--- config.mk ---
export PLATFORM = sky130hd
export DESIGN_NAME = sensor_serial_port
export DESIGN_NICKNAME = d
export VERILOG_FILES = /design/src/pkg/sensor_port_pkg.sv /design/src/hdl/sensor_serial_port.sv
export SDC_FILE = /design/constraint.sdc
export NUM_CORES = 1
export LEC_CHECK = 0
export ABC_AREA = 1
export CORE_AREA = 2 2 141 74
export DETAILED_ROUTE_END_ITERATION = 16
export DIE_AREA = 0 0 143 76
export DONT_BUFFER_PORTS = 1
export GPL_TIMING_DRIVEN = 0
export PLACE_DENSITY = 0.69
export RECOVER_POWER = 100
export SLEW_MARGIN = 30
export SYNTH_ARGS = -nofsm -noshare
export SYNTH_HDL_FRONTEND = slang
export SYNTH_SLANG_ARGS = --single-unit
--- constraint.sdc ---
create_clock -name clk -period 5.3 [get_ports clk]
set_clock_uncertainty 0.1 [all_clocks]
set_input_delay 0.53 -clock clk [delete_from_list [all_inputs] [get_ports clk]]
set_output_delay 0.53 -clock clk [all_outputs]
set_load 0.05 [all_outputs]
--- src/pkg/sensor_port_pkg.sv ---
package sensor_port_pkg;
	localparam int         DELTA_W                 = 12;
	localparam logic [6:0] ADDR_MOTION             = 7'h02;
	localparam logic [6:0] ADDR_DELTA_X_LOW        = 7'h03;
	localparam logic [6:0] ADDR_DELTA_Y_LOW        = 7'h04;
	localparam logic [6:0] ADDR_UPPER_NIBBLES      = 7'h05;
	localparam logic [6:0] ADDR_PORT_CLOCK_REQUEST = 7'h41;
	localparam logic [7:0] PORT_CLOCK_ON_CODE      = 8'hBA;
	localparam logic [7:0] PORT_CLOCK_OFF_CODE     = 8'hB5;
	localparam int         MOTION_FLAG_BIT         = 7;
	localparam logic [3:0] LAST_BIT                = 4'h7;
	localparam logic [3:0] BITS_PER_BYTE           = 4'h8;

	typedef enum logic [1:0] {
		PH_IDLE  = 2'b00,
		PH_ADDR  = 2'b01,
		PH_WDATA = 2'b10,
		PH_RDATA = 2'b11
	} phase_t;

	typedef struct packed {
		logic               valid;
		logic [DELTA_W-1:0] dx;
		logic [DELTA_W-1:0] dy;
	} motion_sample_t;

	typedef struct packed {
		logic               sclk_s1;
		logic               sclk_s2;
		logic               sclk_prev;
		logic               cs_s1;
		logic               cs_s2;
		logic               sdio_s1;
		logic               sdio_s2;
		phase_t             phase;
		logic [3:0]         bit_cnt;
		logic [7:0]         shift;
		logic [6:0]         addr;
		logic [7:0]         tx;
		logic               sdio_out;
		logic               sdio_oe;
		logic               port_clk_on;
		logic               motion_flag;
		logic               motion_n;
		logic [DELTA_W-1:0] dx;
		logic [DELTA_W-1:0] dy;
	} state_t;

	// sclk idles high; a low reset value would fake a rise just after reset
	localparam state_t STATE_RESET = '{
		sclk_s1:   1'b1,
		sclk_s2:   1'b1,
		sclk_prev: 1'b1,
		cs_s1:    1'b1,
		cs_s2:    1'b1,
		motion_n: 1'b1,
		phase:    PH_IDLE,
		default:  '0
	};
endpackage : sensor_port_pkg

--- src/hdl/sensor_serial_port.sv ---
module sensor_serial_port (
	input  wire logic                            clk,          // 20 MHz system clock
	input  wire logic                            resetn,       // sync reset, active low
	input  wire logic                            sclk,         // serial clock from master
	input  wire logic                            chip_select_n, // port select, active low
	input  wire logic                            sdio_in,      // data line level
	output wire logic                            sdio_out,     // data line drive value
	output wire logic                            sdio_oe,      // high while driving data line
	output wire logic                            motion_n,     // motion indicator, active low
	output wire logic                            port_clock_on, // port write clock enabled
	input  wire sensor_port_pkg::motion_sample_t motion_in     // displacement from core
);
	import sensor_port_pkg::*;

	state_t     s;
	state_t     n;
	logic       rise;
	logic       fall;
	logic       wr_go;
	logic       clear;
	logic [7:0] byte_in;

	function automatic logic [7:0] reg_read(input logic [6:0] a, input state_t st);
		logic [7:0] d;
		d = 8'h00;
		case (a)
			ADDR_MOTION:        d[MOTION_FLAG_BIT] = st.motion_flag;
			ADDR_DELTA_X_LOW:   d = st.dx[7:0];
			ADDR_DELTA_Y_LOW:   d = st.dy[7:0];
			ADDR_UPPER_NIBBLES: d = {st.dx[11:8], st.dy[11:8]};
			default:            d = 8'h00;
		endcase
		return d;
	endfunction : reg_read

	always_comb begin
		n = s;
		wr_go = 1'b0;
		// only the master's clock is sampled, never produced here
		n.sclk_s1 = sclk;
		n.sclk_s2 = s.sclk_s1;
		n.sclk_prev = s.sclk_s2;
		n.cs_s1 = chip_select_n;
		n.cs_s2 = s.cs_s1;
		n.sdio_s1 = sdio_in;
		n.sdio_s2 = s.sdio_s1;
		rise = s.sclk_s2 & ~s.sclk_prev;
		fall = ~s.sclk_s2 & s.sclk_prev;
		byte_in = {s.shift[6:0], s.sdio_s2};
		if (s.cs_s2) begin
			n.phase = PH_IDLE;
			n.bit_cnt = 4'h0;
			n.sdio_oe = 1'b0;
		end else begin
			unique case (s.phase)
				PH_IDLE: begin
					n.phase = PH_ADDR;
					n.bit_cnt = 4'h0;
				end
				PH_ADDR, PH_WDATA: begin
					if (rise) begin
						n.shift = byte_in;
						n.bit_cnt = s.bit_cnt + 4'h1;
						if (s.bit_cnt == LAST_BIT) begin
							n.bit_cnt = 4'h0;
							if (s.phase == PH_WDATA) begin
								wr_go = 1'b1;
								n.phase = PH_ADDR;
							end else if (byte_in[7]) begin
								n.addr = byte_in[6:0];
								n.phase = PH_WDATA;
							end else begin
								n.tx = reg_read(byte_in[6:0], s);
								n.phase = PH_RDATA;
							end
						end
					end
				end
				PH_RDATA: begin
					if (fall) begin
						if (s.bit_cnt != BITS_PER_BYTE) begin
							n.sdio_out = s.tx[7];
							n.tx = {s.tx[6:0], 1'b0};
							n.sdio_oe = 1'b1;
							n.bit_cnt = s.bit_cnt + 4'h1;
						end else begin
							// this fall already opens the next command
							n.sdio_oe = 1'b0;
							n.phase = PH_ADDR;
							n.bit_cnt = 4'h0;
						end
					end
				end
			endcase
		end
		// the request register is always writable, else the port could never wake
		if (wr_go && s.addr == ADDR_PORT_CLOCK_REQUEST) begin
			if (byte_in == PORT_CLOCK_ON_CODE) begin
				n.port_clk_on = 1'b1;
			end else if (byte_in == PORT_CLOCK_OFF_CODE) begin
				n.port_clk_on = 1'b0;
			end
		end
		clear = wr_go && s.port_clk_on && s.addr == ADDR_MOTION;
		if (clear) begin
			n.motion_flag = 1'b0;
			n.dx = '0;
			n.dy = '0;
		end
		// new motion wins over a clear in the same cycle
		if (motion_in.valid) begin
			n.motion_flag = 1'b1;
			n.dx = (clear ? '0 : s.dx) + motion_in.dx;
			n.dy = (clear ? '0 : s.dy) + motion_in.dy;
		end
		n.motion_n = ~n.motion_flag;
	end

	always_ff @(posedge clk) begin
		s <= resetn ? n : STATE_RESET;
	end

	assign sdio_out = s.sdio_out;
	assign sdio_oe = s.sdio_oe;
	assign motion_n = s.motion_n;
	assign port_clock_on = s.port_clk_on;
endmodule : sensor_serial_port

==> report_table.html <==
<table>
<tr><th>Metric</th><th>Value</th></tr>
<tr><th colspan="2">Hold path</th></tr>
<tr><td>Worst hold path class</td><td>in2reg</td></tr>
<tr><th colspan="2">Power</th></tr>
<tr><td>Internal power</td><td>0.00101 W</td></tr>
<tr><td>Worst voltage drop across the vdd grid</td><td>0.184 mV</td></tr>
<tr><td>Sequential fraction of design power</td><td>a little under two fifths</td></tr>
<tr><td>Power density relative to cell area</td><td>305 nW/um^2</td></tr>
<tr><td>Switching Power</td><td>0.000403 W</td></tr>
<tr><td>Leakage power figure</td><td>around 2.2 nW</td></tr>
<tr><td>Overall power of the completed layout</td><td>0.00142 W</td></tr>
<tr><td>Share of total power in the clock network</td><td>approximately 44%</td></tr>
<tr><td>Sw Share</td><td>28.5%</td></tr>
<tr><td>Part of the total power dissipated in combinational logic</td><td>18.6%</td></tr>
<tr><th colspan="2">Timing</th></tr>
<tr><td>Min Tclk post-route</td><td>4120 ps</td></tr>
<tr><td>Summed negative setup slack over all endpoints</td><td>0 ps</td></tr>
<tr><td>Number of endpoints failing setup at the final stage</td><td>0</td></tr>
<tr><td>Number of pins exceeding their max-slew limit in the final report</td><td>0</td></tr>
<tr><td>Setup repair after global routing missed its margin</td><td>no</td></tr>
<tr><td>Headroom to the max-slew limit</td><td>52.3%</td></tr>
<tr><td>Maximum frequency from static timing analysis</td><td>~0.24 GHz</td></tr>
<tr><td>Final period utilization</td><td>77.7%</td></tr>
<tr><td>Final count of hold timing violations</td><td>0</td></tr>
<tr><td>Worst Max-Slew Pin Slew</td><td>716 ps</td></tr>
<tr><th colspan="2">Synthesis</th></tr>
<tr><td>Area fraction of the dominant cell type after synthesis</td><td>30.3%</td></tr>
<tr><td>Ys async rst share</td><td>0%</td></tr>
<tr><td>Top cell type by total area after synthesis</td><td>dfxtp_1</td></tr>
<tr><td>Post-synthesis average cell area</td><td>6.75 sq um</td></tr>
<tr><td>Share of synthesized area occupied by flip-flops and latches</td><td>30.3%</td></tr>
<tr><td>Synthesized Nets</td><td>687</td></tr>
<tr><td>Largest cells by area after synthesis</td><td>dfxtp_1 (30%), nand2_1 (12%), ha_1 (8.3%)</td></tr>
<tr><td>Primary flip-flop cell chosen by synthesis mapping</td><td>dfxtp_1</td></tr>
<tr><td>Synth Register Bits</td><td>64</td></tr>
<tr><td>Total of warnings raised by yosys</td><td>0</td></tr>
<tr><td>Number of distinct standard cells referenced by the synthesized netlist</td><td>40</td></tr>
<tr><td>Number of enable flip-flop cells after synthesis</td><td>0</td></tr>
<tr><td>Instance count of the mapped netlist</td><td>627</td></tr>
<tr><td>Syn Std Cell Area</td><td>4230 sq um</td></tr>
<tr><th colspan="2">Clock tree</th></tr>
<tr><td>Maximum buffer depth of the clock tree</td><td>2</td></tr>
<tr><td>Number of CTS-inserted buffers</td><td>9</td></tr>
<tr><td>Gates resized, CTS repair</td><td>0</td></tr>
<tr><td>Worst-skew pair later-pin latency</td><td>330 ps</td></tr>
<tr><td>Clock transition at the registers of the reported paths</td><td>around 50 ps</td></tr>
<tr><td>TritonCTS clock tree</td><td>done</td></tr>
<tr><td>Total clock sinks</td><td>64</td></tr>
<tr><td>Setup bufs post-CTS</td><td>0</td></tr>
<tr><td>Hold-fix buffer count after cts</td><td>0</td></tr>
<tr><td>Max H-tree Level</td><td>3</td></tr>
<tr><td>Clock Root Buffer</td><td>clkbuf_16</td></tr>
<tr><th colspan="2">Floorplanning</th></tr>
<tr><td>Die H</td><td>76 um</td></tr>
<tr><td>Placeable core area</td><td>between 9000 and 10000 sq um</td></tr>
<tr><td>Number of placed I/O pins</td><td>34</td></tr>
<tr><td>Area of the die</td><td>10900 sq um</td></tr>
<tr><td>Initial core utilization</td><td>around 43%</td></tr>
<tr><td>Width of the chip</td><td>~140 um</td></tr>
<tr><td>Site Rows</td><td>26</td></tr>
<tr><th colspan="2">Final layout</th></tr>
<tr><td>Commonest non-fill, non-tap cells in the layout</td><td>nand2_1 (136), inv_1 (93), nor2_1 (70)</td></tr>
<tr><td>Layout cells sized above 1</td><td>7.93%</td></tr>
<tr><td>Filler cells</td><td>979</td></tr>
<tr><td>Post-route cell area</td><td>4650 sq um</td></tr>
<tr><td>Area Overhead vs Synth</td><td>9.84%</td></tr>
<tr><td># diodes</td><td>0</td></tr>
<tr><td>Nets@finish</td><td>698</td></tr>
<tr><td>Most common library cell in the layout ignoring fill and taps</td><td>nand2_1</td></tr>
<tr><th colspan="2">Global route</th></tr>
<tr><td>Global route hottest layer</td><td>met1</td></tr>
<tr><td>Met2 track demand over resource</td><td>a little over a quarter</td></tr>
<tr><td>Met1 capacity usage during global routing</td><td>33.6%</td></tr>
<tr><td>Aggregate global-route resource usage</td><td>21.2%</td></tr>
<tr><td>Number of global-route vias before repair</td><td>roughly 3600</td></tr>
<tr><td>Number of antenna violations at the first check in global routing</td><td>0</td></tr>
<tr><td>Maximum number of pins on one net before global-route repair</td><td>12</td></tr>
<tr><td>Remaining global-route overflow</td><td>0</td></tr>
<tr><td>Global-route wire length before repair</td><td>18.0 mm</td></tr>
<tr><td>Met3 Use GR</td><td>5.41%</td></tr>
<tr><th colspan="2">Critical path</th></tr>
<tr><td>CP max FO</td><td>10</td></tr>
<tr><td>Nature of the critical path endpoint</td><td>register</td></tr>
<tr><td>Required time worst endpoint</td><td>5430 ps</td></tr>
<tr><td>Type of the worst setup path</td><td>reg2reg</td></tr>
<tr><td>Startpoint type of the worst setup path</td><td>register</td></tr>
<tr><td>Arr. time, crit path</td><td>between 4000 and 5000 ps</td></tr>
<tr><th colspan="2">Detailed routing</th></tr>
<tr><td>Wirelength per Cell</td><td>14.3 um</td></tr>
<tr><td>DR vias</td><td>4085</td></tr>
<tr><td>Pre-Repair DR Iteration Count</td><td>5</td></tr>
<tr><td>Routed wire length</td><td>11.2 mm</td></tr>
<tr><td>Number of nets still failing antenna checks after routing</td><td>0</td></tr>
<tr><td>Post-detailed-route via-to-cell ratio</td><td>5.22</td></tr>
<tr><td>DRC violations left</td><td>0</td></tr>
<tr><td>DRC marker count from the first detailed-route iteration</td><td>311</td></tr>
<tr><th colspan="2">Placement</th></tr>
<tr><td>HPWL after DPL</td><td>between 8 and 9 mm</td></tr>
<tr><td>Count of buffers inserted at the top-level ports</td><td>0</td></tr>
<tr><td>GPL Wtd Cong</td><td>between 0.8 and 0.9</td></tr>
<tr><td>Placement-stage cell area</td><td>4410 sq um</td></tr>
<tr><th colspan="2">Run status</th></tr>
<tr><td>Outcome</td><td>complete, no violations</td></tr>
<tr><th colspan="2">Job</th></tr>
<tr><td>Total of max-cap violations</td><td>0</td></tr>
</table>
## power groups by stage
stage / clock [W] / combinational, W / sequential [W]
after floorplan: 0 / 0.000204 / 0.000528
after global placement: 0 / 0.000251 / 0.000535
after detailed placement: 0 / 0.000258 / 0.000535
after CTS: 0.000636 / 0.000260 / 0.000525
after global routing: 0.000656 / 0.000294 / 0.000527
final: 0.000627 / 0.000263 / 0.000526
## per-layer routing
| metal | vias to the layer above | wire length, um |
|---|---|---|
| met2 | 175 | 4070 |
| met3 | 13 | 1040 |
| li1 | 2046 | - |
| met4 | 0 | 134 |
| met5 | - | 0 |
| met1 | 1851 | 5990 |
## per-stage QoR
step           hold WS, ps  util [%]  worst slack [ps]  instances
6_report               194      47.5              1180        783
5_1_grt                194      47.5               914        783
4_1_cts                183      48.2              2050        783
3_5_place_dp           315      45.0              2080        767
3_3_place_gp           306      45.0              2120        767
2_1_floorplan          290         -              2570        627
## Yosys cell counts (all sizes together) (2+ instances only)
cell      n
nand3    47
nor4      3
o21ai    36
a31oi     3
xor2      8
a211oi    8
dfxtp    64
xnor2     6
clkbuf   11
nor3      7
o21bai    2
nand4     9
buf       5
ha       28
fa        2
a21oi    59
or2       6
clkinv    3
a21o      3
inv      97
nor2     78
nand2   139
## area by class of cell
| class | instances | area, sq um | area share, % |
|---|---|---|---|
| tap | 140 | 175 | 3.77 |
| sequential | 64 | 1280 | 27.5 |
| inverter | 100 | 377 | 8.10 |
| buffer | 16 | 62.6 | 1.35 |
| clock inverter | 5 | 81.3 | 1.75 |
| clock buffer | 11 | 233 | 5.00 |
| multi-input combinational | 447 | 2440 | 52.5 |
## logic make-up after synthesis
| kind of cell | after synthesis | synth area share [%] |
|---|---|---|
| and+or+nand+nor | 290 | 31.6 |
| buffers and inverters | 116 | 10.9 |
| DFF | 64 | 30.3 |
| adders and majority gates | 30 | 9.22 |
| xor gates and xnor gates | 14 | 2.90 |
| AOI/OAI and AO/OA | 113 | 15.0 |
## critical path, cell delays in order (launching register included)
cell	delay (ps)
dfxtp_1	390
inv_1	80
ha_1	310
nand3_1	180
nor2_1	190
nand3_1	410
inv_1	300
clkbuf_1	560
nor2_1	190
ha_1	440
nand2_1	70
nand2_1	90
nand2_1	50
nand2_1	80
inv_1	40
nand2_1	100
nand3_1	100
nand3_1	90
nand3_1	100
nand2_1	90
inv_1	40
## state kept, by name, indices dropped and copies added, names as in the netlist
name	flops
motion_n	1
s	48
sdio_oe	1
n	4
port_clock_on	1
sdio_out	1
byte_in	8
## path summary, 6_finish.rpt
path,startpoint,end,slack (ps),cells past startpoint
setup / recovery,s[57]$_SDFFE_PP0P_,s[21]$_SDFFE_PN0P_,1180,20
setup reg to reg,s[57]$_SDFFE_PP0P_,s[21]$_SDFFE_PN0P_,1180,20
hold / removal,sdio_in,n[58]$_SDFF_PN0_,190,2
hold reg to reg,n[60]$_SDFF_PN1_,s[60]$_SDFF_PN1_,320,1
No activity file was read; power rests on OpenSTA's default activity.
